--- src/dac_port_pkg.sv ---
// Shared constants and types for the dual converter input port and its
// control-word decoder.
// Assumes a single 25 MHz system clock; all figures below are in its terms.
package dac_port_pkg;

    // Sample word width on each channel bus.
    localparam int DATA_W = 10;

    // Control-word field positions on the channel A bus.
    localparam int PWRDN_BIT = 9;
    localparam int EN_BIT    = 8;
    localparam int F2_BIT    = 7;
    localparam int F1_BIT    = 6;
    localparam int GAIN_MSB  = 5;
    localparam int GAIN_LSB  = 2;
    localparam int GAIN_W    = GAIN_MSB - GAIN_LSB + 1;

    // Values after reset.
    localparam logic [GAIN_W-1:0] GAIN_RST = 4'h0;

    // Depth of the sample pair buffer.
    localparam int BUF_DEPTH = 2;

    // Lock detection: edges needed and the longest allowed gap.
    localparam logic [3:0] LOCK_EDGES    = 4'h8;
    localparam int         CLK_PERIOD_NS = 40;
    localparam int         LOCK_GAP_NS   = 400;
    localparam logic [7:0] LOCK_GAP_CYC  =
        8'(LOCK_GAP_NS / CLK_PERIOD_NS);

    // Converter power state.
    typedef enum logic [1:0] {
        PWR_STANDBY,
        PWR_ON,
        PWR_DOWN
    } power_mode_t;

    // Interpolation ratio.
    typedef enum logic [1:0] {
        INTERP_1X,
        INTERP_2X,
        INTERP_4X
    } interp_t;

    // Lock detector states.
    typedef enum logic [1:0] {
        LOCK_IDLE,
        LOCK_ACQ,
        LOCK_HELD
    } lock_state_t;

    // Interpolation ratio from the two filter enable bits.
    function automatic interp_t decode_interp(input logic f2,
                                              input logic f1);
        if (f2) begin
            return INTERP_4X;
        end
        return f1 ? INTERP_2X : INTERP_1X;
    endfunction : decode_interp

endpackage : dac_port_pkg

--- src/pair_buffer.sv ---
// Small FIFO of sample pairs with valid and ready on both sides.
// Assumes one clock; the drain side may stall for any number of cycles.
`timescale 1ns/1ps
module pair_buffer
    import dac_port_pkg::*;
#(
    parameter int W     = 2 * DATA_W,
    parameter int DEPTH = BUF_DEPTH
) (
    // Clock and reset.
    input  wire logic         clk,
    input  wire logic         sys_rst,
    // Fill side.
    input  wire logic         in_valid,
    output logic              in_ready,
    input  wire logic [W-1:0] in_data,
    // Drain side.
    output logic              out_valid,
    input  wire logic         out_ready,
    output logic      [W-1:0] out_data
);
    localparam int AW = (DEPTH > 1) ? $clog2(DEPTH) : 1;
    localparam int OW = $clog2(DEPTH + 1); // Occupancy count width.

    logic [W-1:0]  mem_r [DEPTH];
    logic [AW-1:0] wr_ptr_r;
    logic [AW-1:0] wr_ptr_nxt;
    logic [AW-1:0] rd_ptr_r;
    logic [AW-1:0] rd_ptr_nxt;
    logic [OW-1:0] count_r;
    logic [OW-1:0] count_nxt;
    logic          push;
    logic          pop;

    // Next pointer value with wrap at the buffer depth.
    function automatic logic [AW-1:0] bump(input logic [AW-1:0] p);
        return (p == AW'(DEPTH - 1)) ? '0 : AW'(p + 1'b1);
    endfunction : bump

    // Full and empty come straight from the occupancy count.
    assign in_ready  = (count_r != OW'(DEPTH));
    assign out_valid = (count_r != '0);
    assign out_data  = mem_r[rd_ptr_r];
    assign push      = in_valid && in_ready;
    assign pop       = out_valid && out_ready;

    // Pointer and count updates.
    always_comb begin
        wr_ptr_nxt = push ? bump(wr_ptr_r) : wr_ptr_r;
        rd_ptr_nxt = pop ? bump(rd_ptr_r) : rd_ptr_r;
        count_nxt  = count_r;
        if (push && !pop) begin
            count_nxt = OW'(count_r + 1'b1);
        end else if (pop && !push) begin
            count_nxt = OW'(count_r - 1'b1);
        end
    end

    // Registers the pointers and writes the storage.
    always_ff @(posedge clk or posedge sys_rst) begin
        if (sys_rst) begin
            wr_ptr_r <= '0;
            rd_ptr_r <= '0;
            count_r  <= '0;
        end else begin
            wr_ptr_r <= wr_ptr_nxt;
            rd_ptr_r <= rd_ptr_nxt;
            count_r  <= count_nxt;
            if (push) begin
                mem_r[wr_ptr_r] <= in_data;
            end
        end
    end

endmodule : pair_buffer

--- src/dac_input_port.sv ---
// Input port of a dual 10-bit converter with its control-word decoder.
// Assumes all pins are synchronous to clk; the clock pin is sampled, not
// used as a clock.
//
// Overview of operation
// Power-down bit forces full power-down mode
// Converter-on bit picks standby or powered up
// Second filter bit selects 4x interpolation
// Second filter clear: first filter decides
// First filter bit: off or 2x
// Bits 5 to 2 form gain trim
// Clock pin input when PLL on, else output
// Interleave high: both channels from port A
// Channel A word captured on clock rise
// Channel B word captured on clock fall
// Channel A word ten bits, bit 9 MSB
// Channel B word ten bits, bit 9 MSB
// Control word latched on strobe falling edge
// PLL enabled while enable input high
// Lock output high while PLL locked
// Output register updates on following rising edge
// Host interleaves A on rise, B on fall
`timescale 1ns/1ps
module dac_input_port
    import dac_port_pkg::*;
(
    // Clock and reset.
    input  wire logic              clk,
    input  wire logic              sys_rst,
    // Sample buses and mode.
    input  wire logic [DATA_W-1:0] chan_a_sample_bus,
    input  wire logic [DATA_W-1:0] chan_b_sample_bus,
    input  wire logic              interleave_select,
    // Control strobe and PLL enable.
    input  wire logic              ctrl_write_strobe_n,
    input  wire logic              pll_on_input,
    // Two-way clock pin.
    input  wire logic              clk_pin_in,
    output logic                   clk_pin_out,
    output logic                   clk_pin_oe,
    // Decoded control and status.
    output power_mode_t            power_mode,
    output interp_t                interp_mode,
    output logic [GAIN_W-1:0]      chan_a_gain_trim,
    output logic                   filter_conflict,
    output logic                   pll_lock,
    output logic                   sample_overrun,
    // Converter sample stream.
    output logic                   sample_ready,
    output logic                   conv_valid,
    input  wire logic              conv_ready,
    output logic [DATA_W-1:0]      conv_a,
    output logic [DATA_W-1:0]      conv_b
);
    localparam int PW = 2 * DATA_W;

    // Clock pin direction, divider and edge detection.
    logic              oe_r;
    logic              oe_nxt;
    logic              div_r;
    logic              div_nxt;
    logic              lvl_prev_r;
    logic              pin_lvl;
    logic              pin_rise;
    logic              pin_fall;
    // Control strobe and decoded control.
    logic              stb_prev_r;
    logic              stb_fall;
    power_mode_t       mode_r;
    power_mode_t       mode_nxt;
    interp_t           interp_r;
    interp_t           interp_nxt;
    logic [GAIN_W-1:0] gain_r;
    logic [GAIN_W-1:0] gain_nxt;
    logic              conflict_r;
    logic              conflict_nxt;
    // Sample capture and buffering.
    logic [DATA_W-1:0] a_hold_r;
    logic [DATA_W-1:0] a_hold_nxt;
    logic [DATA_W-1:0] b_word;
    logic              buf_in_ready;
    logic              buf_out_valid;
    logic              buf_out_ready;
    logic [PW-1:0]     buf_in_data;
    logic [PW-1:0]     buf_out_data;
    logic              push_req;
    logic              overrun_r;
    logic              overrun_nxt;
    logic              ready_r;
    // Converter output register.
    logic              cv_r;
    logic              cv_nxt;
    logic [DATA_W-1:0] ca_r;
    logic [DATA_W-1:0] ca_nxt;
    logic [DATA_W-1:0] cb_r;
    logic [DATA_W-1:0] cb_nxt;
    // Lock detector.
    lock_state_t       lk_r;
    lock_state_t       lk_nxt;
    logic [3:0]        edges_r;
    logic [3:0]        edges_nxt;
    logic [7:0]        gap_r;
    logic [7:0]        gap_nxt;
    logic              lock_r;
    logic              lock_nxt;

    // The pin drives the divided clock only while the PLL is off; with the
    // PLL on the host clock arrives on the same pin.
    always_comb begin
        oe_nxt  = !pll_on_input;
        div_nxt = oe_r ? !div_r : 1'b0;
    end

    // The level seen is our own drive or the sampled pin.
    assign pin_lvl  = oe_r ? div_r : clk_pin_in;
    assign pin_rise = pin_lvl && !lvl_prev_r;
    assign pin_fall = !pin_lvl && lvl_prev_r;
    assign stb_fall = !ctrl_write_strobe_n && stb_prev_r;
    always_ff @(posedge clk or posedge sys_rst) begin
        if (sys_rst) begin
            oe_r       <= 1'b1;
            div_r      <= 1'b0;
            lvl_prev_r <= 1'b0;
            stb_prev_r <= 1'b1;
        end else begin
            oe_r       <= oe_nxt;
            div_r      <= div_nxt;
            lvl_prev_r <= pin_lvl;
            stb_prev_r <= ctrl_write_strobe_n;
        end
    end
    // Control word decode, latched on the strobe falling edge only.
    always_comb begin
        mode_nxt     = mode_r;
        interp_nxt   = interp_r;
        gain_nxt     = gain_r;
        conflict_nxt = conflict_r;
        if (stb_fall) begin
            if (chan_a_sample_bus[PWRDN_BIT]) begin
                mode_nxt = PWR_DOWN;
            end else if (chan_a_sample_bus[EN_BIT]) begin
                mode_nxt = PWR_ON;
            end else begin
                mode_nxt = PWR_STANDBY;
            end
            interp_nxt   = decode_interp(chan_a_sample_bus[F2_BIT],
                                         chan_a_sample_bus[F1_BIT]);
            gain_nxt     = chan_a_sample_bus[GAIN_MSB:GAIN_LSB];
            // Flags a host that asks for 4x without the first filter.
            conflict_nxt = chan_a_sample_bus[F2_BIT]
                           && !chan_a_sample_bus[F1_BIT];
        end
    end

    always_ff @(posedge clk or posedge sys_rst) begin
        if (sys_rst) begin
            mode_r     <= PWR_STANDBY;
            interp_r   <= INTERP_1X;
            gain_r     <= GAIN_RST;
            conflict_r <= 1'b0;
        end else begin
            mode_r     <= mode_nxt;
            interp_r   <= interp_nxt;
            gain_r     <= gain_nxt;
            conflict_r <= conflict_nxt;
        end
    end

    // Channel A is held from the rising edge; the pair is formed at the
    // falling edge with channel B from its own bus or, when interleaved,
    // from port A.
    always_comb begin
        a_hold_nxt = pin_rise ? chan_a_sample_bus : a_hold_r;
        b_word     = interleave_select ? chan_a_sample_bus
                                       : chan_b_sample_bus;
        push_req   = pin_fall;
        // A pair that finds the buffer full is lost; the flag stays set
        // until the next control write, and a new loss wins over it.
        overrun_nxt = (overrun_r && !stb_fall) ||
                      (push_req && !buf_in_ready);
    end
    assign buf_in_data = {a_hold_r, b_word};

    always_ff @(posedge clk or posedge sys_rst) begin
        if (sys_rst) begin
            a_hold_r  <= '0;
            overrun_r <= 1'b0;
            ready_r   <= 1'b0;
        end else begin
            a_hold_r  <= a_hold_nxt;
            overrun_r <= overrun_nxt;
            ready_r   <= buf_in_ready;
        end
    end

    // Two-entry buffer so a converter stage stalled for up to two pairs loses none.
    pair_buffer #(
        .W     (PW),
        .DEPTH (BUF_DEPTH)
    ) u_buf (
        .clk       (clk),
        .sys_rst   (sys_rst),
        .in_valid  (push_req),
        .in_ready  (buf_in_ready),
        .in_data   (buf_in_data),
        .out_valid (buf_out_valid),
        .out_ready (buf_out_ready),
        .out_data  (buf_out_data)
    );

    // The output register takes a buffered pair on the next rising edge,
    // provided the stage is empty or being emptied.
    assign buf_out_ready = pin_rise && (!cv_r || conv_ready);

    always_comb begin
        cv_nxt = cv_r;
        ca_nxt = ca_r;
        cb_nxt = cb_r;
        if (buf_out_valid && buf_out_ready) begin
            cv_nxt = 1'b1;
            ca_nxt = buf_out_data[PW-1:DATA_W];
            cb_nxt = buf_out_data[DATA_W-1:0];
        end else if (cv_r && conv_ready) begin
            cv_nxt = 1'b0;
        end
    end
    always_ff @(posedge clk or posedge sys_rst) begin
        if (sys_rst) begin
            cv_r <= 1'b0;
            ca_r <= '0;
            cb_r <= '0;
        end else begin
            cv_r <= cv_nxt;
            ca_r <= ca_nxt;
            cb_r <= cb_nxt;
        end
    end

    // Lock detector: enough rising edges on the pin with no long gap.
    // A gap of LOCK_GAP_CYC cycles or a disabled PLL drops lock at once.
    always_comb begin
        lk_nxt    = lk_r;
        edges_nxt = edges_r;
        gap_nxt   = pin_rise ? 8'h00 : 8'(gap_r + 8'h01);
        case (lk_r)
            LOCK_IDLE: begin
                edges_nxt = 4'h0;
                if (pll_on_input && pin_rise) begin
                    lk_nxt = LOCK_ACQ;
                end
            end
            LOCK_ACQ: begin
                if (pin_rise) begin
                    edges_nxt = 4'(edges_r + 4'h1);
                end
                if (edges_r == LOCK_EDGES) begin
                    lk_nxt = LOCK_HELD;
                end
            end
            LOCK_HELD: begin
                lk_nxt = LOCK_HELD;
            end
            default: begin
                lk_nxt = LOCK_IDLE;
            end
        endcase
        if (!pll_on_input || gap_r >= LOCK_GAP_CYC) begin
            lk_nxt  = LOCK_IDLE;
            gap_nxt = 8'h00;
        end
        lock_nxt = (lk_nxt == LOCK_HELD);
    end
    always_ff @(posedge clk or posedge sys_rst) begin
        if (sys_rst) begin
            lk_r    <= LOCK_IDLE;
            edges_r <= 4'h0;
            gap_r   <= 8'h00;
            lock_r  <= 1'b0;
        end else begin
            lk_r    <= lk_nxt;
            edges_r <= edges_nxt;
            gap_r   <= gap_nxt;
            lock_r  <= lock_nxt;
        end
    end

    // Every output is a flip-flop.
    assign clk_pin_out      = div_r;
    assign clk_pin_oe       = oe_r;
    assign power_mode       = mode_r;
    assign interp_mode      = interp_r;
    assign chan_a_gain_trim = gain_r;
    assign filter_conflict  = conflict_r;
    assign pll_lock         = lock_r;
    assign sample_overrun   = overrun_r;
    assign sample_ready     = ready_r;
    assign conv_valid       = cv_r;
    assign conv_a           = ca_r;
    assign conv_b           = cb_r;
    // Checks on the decoded control, the pin and the data path.
    pwr_down_a: assert property (@(posedge clk) disable iff (sys_rst)
        stb_fall && chan_a_sample_bus[PWRDN_BIT] |=> power_mode == PWR_DOWN)
        else $error("power-down bit did not enter power-down");
    standby_a: assert property (@(posedge clk) disable iff (sys_rst)
        stb_fall && !chan_a_sample_bus[PWRDN_BIT] |=>
        power_mode == ($past(chan_a_sample_bus[EN_BIT]) ? PWR_ON
                                                         : PWR_STANDBY))
        else $error("converter-on bit decoded wrongly");
    four_x_a: assert property (@(posedge clk) disable iff (sys_rst)
        stb_fall && chan_a_sample_bus[F2_BIT] |=> interp_mode == INTERP_4X)
        else $error("second filter bit did not select 4x");
    first_filter_a: assert property (@(posedge clk) disable iff (sys_rst)
        stb_fall && !chan_a_sample_bus[F2_BIT] |=>
        interp_mode == ($past(chan_a_sample_bus[F1_BIT]) ? INTERP_2X
                                                          : INTERP_1X))
        else $error("first filter bit decoded wrongly");
    gain_field_a: assert property (@(posedge clk) disable iff (sys_rst)
        stb_fall |=> chan_a_gain_trim ==
        $past(chan_a_sample_bus[GAIN_MSB:GAIN_LSB]))
        else $error("gain trim not taken from bits 5 to 2");
    hold_ctrl_a: assert property (@(posedge clk) disable iff (sys_rst)
        !stb_fall |=> $stable(chan_a_gain_trim) && $stable(power_mode)
                      && $stable(interp_mode))
        else $error("control changed without a strobe fall");
    pin_dir_a: assert property (@(posedge clk) disable iff (sys_rst)
        ##1 clk_pin_oe == !$past(pll_on_input))
        else $error("clock pin direction wrong for PLL state");
    no_lock_a: assert property (@(posedge clk) disable iff (sys_rst)
        !pll_on_input |=> !pll_lock)
        else $error("lock shown with PLL disabled");
    chan_a_cap_a: assert property (@(posedge clk) disable iff (sys_rst)
        pin_rise |=> a_hold_r == $past(chan_a_sample_bus))
        else $error("channel A not captured on rising edge");
    chan_b_src_a: assert property (@(posedge clk) disable iff (sys_rst)
        push_req |-> buf_in_data[DATA_W-1:0] == (interleave_select
                     ? chan_a_sample_bus : chan_b_sample_bus))
        else $error("channel B word taken from the wrong bus");
    out_update_a: assert property (@(posedge clk) disable iff (sys_rst)
        $rose(conv_valid) |-> $past(pin_rise))
        else $error("output register updated off a rising edge");

endmodule : dac_input_port

--- config.mk ---
export PLATFORM = sky130hd
export DESIGN_NAME = dac_input_port
export DESIGN_NICKNAME = d
export VERILOG_FILES = /design/src/dac_port_pkg.sv /design/src/pair_buffer.sv /design/src/dac_input_port.sv
export SDC_FILE = /design/constraint.sdc
export NUM_CORES = 1
export LEC_CHECK = 0
export ABC_AREA = 1
export ABC_CLOCK_PERIOD_IN_PS = 3100
export BUFFER_PORTS_ARGS = -buffer_cell sky130_fd_sc_hd__buf_2
export CAP_MARGIN = 20
export CORE_ASPECT_RATIO = 1.5
export CORE_MARGIN = 1.5
export CORE_UTILIZATION = 59
export CTS_BUF_LIST = sky130_fd_sc_hd__clkbuf_4 sky130_fd_sc_hd__clkbuf_8
export DETAILED_ROUTE_END_ITERATION = 10
export PLACE_DENSITY = 0.79
export SYNTH_ARGS = -nofsm -noshare
export SYNTH_HDL_FRONTEND = slang
export SYNTH_SLANG_ARGS = --single-unit
export TNS_END_PERCENT = 30
--- constraint.sdc ---
create_clock -name clk -period 3.1 [get_ports clk]
set_clock_uncertainty 0.05 [all_clocks]
set_input_delay 0.31 -clock clk [delete_from_list [all_inputs] [get_ports clk]]
set_output_delay 0.31 -clock clk [all_outputs]
set_load 0.02 [all_outputs]
* Word-level counts from Yosys, hierarchy flattened *
Memory sizes are Yosys's and may differ from the RTL's. A register that Yosys moved wholly into a read port is not among the register bits.
Index checks and enable logic that the tools add are counted.

word-level totals
  memories kept = 1
  output and inout bits = 35
  register bits after elaboration = 45
  word-level logic and storage cells = 94
  memory bits (writable) = 40
  input bits = 27

operators by class
  reduce and logical (&&, ||, !) cells = 35
  add/subtract/negate cells = 6
  equality and inequality tests = 6
  $lt $le $gt $ge = 1
  muxes and demuxes = 26

memories
  name         words  width  read ports  clocked after memory_dff  wr ports  RTL line           source
  u_buf.mem_r  2      20     1           1                         1         pair_buffer.sv:25  logic [W-1:0] mem_r [DEPTH];

operators by type and width
  cell                                                                                  number
  2-bit 2-to-1 mux                                                                      8
  8-bit 2-to-1 mux                                                                      2
  1-bit logical AND                                                                     14
  1-bit zero test                                                                       12
  1-bit 2-to-1 mux                                                                      12
  10-bit 2-to-1 mux                                                                     1
  8-bit by 1-bit adder with 8-bit output (second input constant)                        1
  8-bit by 4-bit greater-or-equal comparator with 1-bit output (second input constant)  1
  4-bit one-hot mux with 2 select lines                                                 1
  2-bit nonzero test                                                                    4
  2-bit one-hot mux with 3 select lines                                                 1
  4-bit by 1-bit adder with 4-bit output (second input constant)                        1
  2-bit equality test (second input constant)                                           2
  4-bit equality test (second input constant)                                           1
  4-bit 2-to-1 mux                                                                      1
  2-bit inequality test (second input constant)                                         2
  1-bit logical OR                                                                      3
  1-bit adder (second input constant)                                                   2
  2-bit by 1-bit adder with 2-bit output (second input constant)                        1
  2-bit by 1-bit equality test with 1-bit output (second input constant)                1
  2-bit zero test                                                                       1
  2-bit AND reduction                                                                   1
  2-bit by 1-bit subtractor with 2-bit output (second input constant)                   1

* Logic depth before layout (Yosys ltp) *
  depth in word-level cells = 8
  mapped depth = 12
  depth with buffers taken out = 11

* By module *
A second synthesis with hierarchy kept.

unflattened totals
  cells, all modules = 382
  area, all modules = 4385.5 µm²

by module, submodules not included
  module          times used  sequential area each (µm²)  cells each  area each (µm²)
  dac_input_port  1           1529.0                      291         2713.9
  pair_buffer     1           1301.2                      91          1671.6

* Least setup slack after synthesis *
OpenSTA, ideal clock, no wires.

  path kind = input to register
  start point = input sys_rst
  end point = memory u_buf.mem_r[0][0] in the netlist's numbering, enable pin
  arrival = 2.788 ns
  cell stages on the path = 3
  data required time = 2.653 ns
  path slack = -0.135 ns
  path buffers = 0
  library setup time = 0.397 ns
  cell sequence = inv_1 -> nand2_1 -> nor2_1

between the ends
  longest elaborated chain between the ends = 3

ends and longest elaborated chain
  what                                     RTL line              source
  from (decl)                              dac_input_port.sv:29  input wire logic sys_rst,
  1-bit zero test (no line)                n/a
  1-bit logical AND (implied by the code)  pair_buffer.sv:70     mem_r[wr_ptr_r] <= in_data;
  1-bit 2-to-1 mux (implied by the code)   pair_buffer.sv:70
  to (decl)                                pair_buffer.sv:25

Every way passes these cells.

* Final worst setup path *
  start point = register oe_r, in the netlist clk_pin_oe
  end point = register u_buf.count_r[1]

between the ends
  longest elaborated chain between the ends = 7
  elaborated cells on any way between the ends = 13
  classes of those cells = mux (2); reduce/logical (11)

ends and longest elaborated chain
  what                                                           RTL line                                      source
  from (decl)                                                    dac_input_port.sv:58                          logic oe_r;
  from (signal assigned)                                         dac_input_port.sv:126                         oe_r <= oe_nxt;
  1-bit 2-to-1 mux *                                             dac_input_port.sv:115                         assign pin_lvl = oe_r ? div_r : clk_pin_in;
  named net pin_lvl                                              dac_input_port.sv:63                          logic pin_lvl;
  1-bit logical AND / 1-bit zero test (equally long branches)    dac_input_port.sv:116, dac_input_port.sv:117
  1-bit logical AND, on equally long branches                    dac_input_port.sv:213, dac_input_port.sv:117
  1-bit logical AND, on equally long branches                    pair_buffer.sv:45, pair_buffer.sv:44
  1-bit zero test, on equally long branches                      pair_buffer.sv:52, pair_buffer.sv:54
  1-bit logical AND, on equally long branches                    pair_buffer.sv:52, pair_buffer.sv:54
  2-bit 2-to-1 mux / 2-bit nonzero test (equally long branches)  n/a
  to (signal assigned)                                           pair_buffer.sv:68                             count_r <= count_nxt;
  to (decl)                                                      pair_buffer.sv:30                             logic [OW-1:0] count_r;

The timed path passes the listed nets; every way through them passes the cells marked *.
A chain may end at the register's enable or synchronous reset.

==> metrics.txt <==
area leader, netlist=dfrtp_1; layout net count=519; Initial Util=about 60%; Clk pin slew, worst setup/hold paths=roughly 0.10 ns; Die Ht=roughly 110 µm; sequential area share after synthesis=65.53%; global route overflow=0; routed len/inst=roughly 13 µm; worst path arrival time=2.36 ns; cell count after synthesis=~420; max_slew headroom=47.35%; Yosys cell types=29; max incr delay on CP=between 0.5 and 0.6 ns; first-pass GRT wire length=12870 µm; vias in the first global route=2834; Final setup viols=0; maximum VDD drop=0.4105 mV; # rows=38; FF+latch count, synth=roughly 110; total CTS buffers=9; FMAX=0.4658 GHz; number of setup buffers added after CTS=0; CTS Sinks=105; diode count=0; synth warn=0; Layout area overhead=14.14%; unrepaired setup endpoints after global routing=false; FILL cells=568; die width=72.86 µm; synthesized area=between 4000 and 5000 µm²; Storage cell area=approximately 2800 µm²; Core ar.=7179 µm²; Area contributors post-synth=dfrtp_1 (37%), edfxtp_1 (28%), nand2_1 (12%); Leak=2.418 nW; pin count of the biggest net entering global routing=66; cts repair resizes=0; setup ws final=around 0.95 ns; Final Cycle Share=69.25%; hold path depth=2; ANT nets after route=0; Syn Area/Cell=roughly 10 µm²; DRT iter0 DRCs=roughly 190; IO buf count=between 60 and 70; DRC=0; r2r worst-path depth=9; number of antenna violations at the first check in global routing=0; Max Cap Viol=0; outcome=finished clean; DR vias/cell=4.971; final setup TNS=0 ns; hold-fix buffers at CTS=1; final WL=7771 µm; Hold Vio Cnt, Final=0; CP Max Fanout=23; share of the synthesized area in the top cell type=36.50%; critical path endpoint category=register; Hold Crit Class=in -> reg; startpoint types=register; crit-path most repeated cell=nand2_4; worst slack, placed=0.9746 ns; slew of the pin with the lowest slew margin=0.7897 ns; DPL Wire Length=approximately 5500 µm; routability cong.=0.8155; Bufs on Longest Clock Path=2; CP cell instances=nand2_2 -> nand2_4 -> nand2_4 -> inv_6 -> nand2_8 -> ha_1 -> nor2_1 -> nand2_1 -> xor2_1; Clock Latency Late Sink=~0.37 ns; Total GRT Usage=22.03%; H-Tree Level Count=3; pwr/cell area=786.7 nW/µm²; via count=2943; DR pass1 iterations=4; Multi-input gate area=1260 µm²; crit path kind=reg -> reg; CTS root buffer=clkbuf_8; CP max stage cell=dfstp_2; layout cells sized above 1=20.93%; CP required=3.31 ns; total I/O pin count=62; die area=a little under 8000 µm²; pins over their slew limit=0; min Tclk post-route=2.147 ns; CTS tree=built
-- stage by stage --
stage	utilization (%)	power (mW)	hold slack (ns)	cell area, µm²	instances
after floorplan	-	2.670	0.2645	4334	425
after global placement	65.28	2.928	0.3766	4687	575
after detailed placement	65.28	2.961	0.3794	4687	575
after CTS	68.66	3.908	0.02870	4930	592
after global routing	68.66	4.107	0.03785	4930	592
final	68.66	3.878	0.03212	4930	592
-- synthesized netlist by cell type, drive strengths merged --
library cell and number:
nand2 156, dfrtp 63, edfxtp 40, nor2 36, inv 34, nand3 30, o21ai 17, buf 13
a21oi 12, ha 5, xnor2 3, clkbuf 2, dfstp 2, nand4 2, o31ai 2, xor2 2
conb 1, nor3 1, or2 1
-- registers in the layout, indices dropped and copies added (netlist names), 2 cells and up --
register	count
conv_b	10
conv_a	10
interp_mode	2
u_buf.count_r	2
u_buf.mem_r	40
chan_a_gain_trim	4
gap_r	8
lk_r	2
a_hold_r	10
power_mode	2
edges_r	4
-- placed cells by master, fill, tap and decap left out, types with 5 or more instances in the layout --
master / n
inv_1: 32
nand3_1: 30
nand2_1: 143
nand2_2: 10
o21ai_0: 16
clkbuf_8: 9
ha_1: 5
edfxtp_1: 40
a21oi_1: 12
nor2_1: 34
buf_2: 61
dfrtp_1: 63
-- area by class of cell --
class	instances	share of cell area, %
sequential	105	57.41
clock buffer	9	2.513
clock inverter	7	2.208
tap	100	2.538
timing repair buffer	66	7.005
inverter	34	2.767
multi-input combinational	271	25.56
-- logic make-up after synthesis --
logic type | share of synthesized area, %
AOI/OAI and AO/OA | 3.795
xor gates and xnor gates | 1.014
adders and majority gates | 1.448
buffers and inverters | 5.562
DFF | 65.53
other | 0.08682
and+or+nand+nor | 22.57
-- routing by layer --
metal  up-vias  track usage [%]  part of all wire, %
li1       1467                -                    -
met1      1393            25.03                   39
met2        66            38.27                   54
met3        17            2.903                  3.3
met4         0            13.88                  3.7
met5         -                0                    0
-- where the power goes --
group	internal [mW]	switching [mW]	leakage, nW	total [mW]
Sequential	1.72	0.139	1.18	1.86
Clock	0.473	0.481	0.118	0.954
Combinational	0.339	0.728	1.12	1.07
Total	2.53	1.35	2.42	3.88
-- worst max-delay path: cells and delay by family, from the launching register on --
family	cells	cell delay (ns)
buf+inv	1	0.20
flops	1	0.57
simple gates	6	0.69
xor+xnor	1	0.14
fa+ha+maj	1	0.36
-- path summary, 6_finish.rpt --
path	start	end	slack, ns
max in group asynchronous	sys_rst	gap_r[0]	2.33
worst min-delay path	pll_on_input	clk_pin_oe	0.03
min in group asynchronous	sys_rst	u_buf.wr_ptr_r	0.17
worst min register to register	conv_a[7]	conv_a[7]	0.42
worst max register to register	clk_pin_oe	u_buf.count_r[1]	0.95
worst max-delay path	clk_pin_oe	u_buf.count_r[1]	0.95
Note: power is estimated with default switching activity, not from simulation.
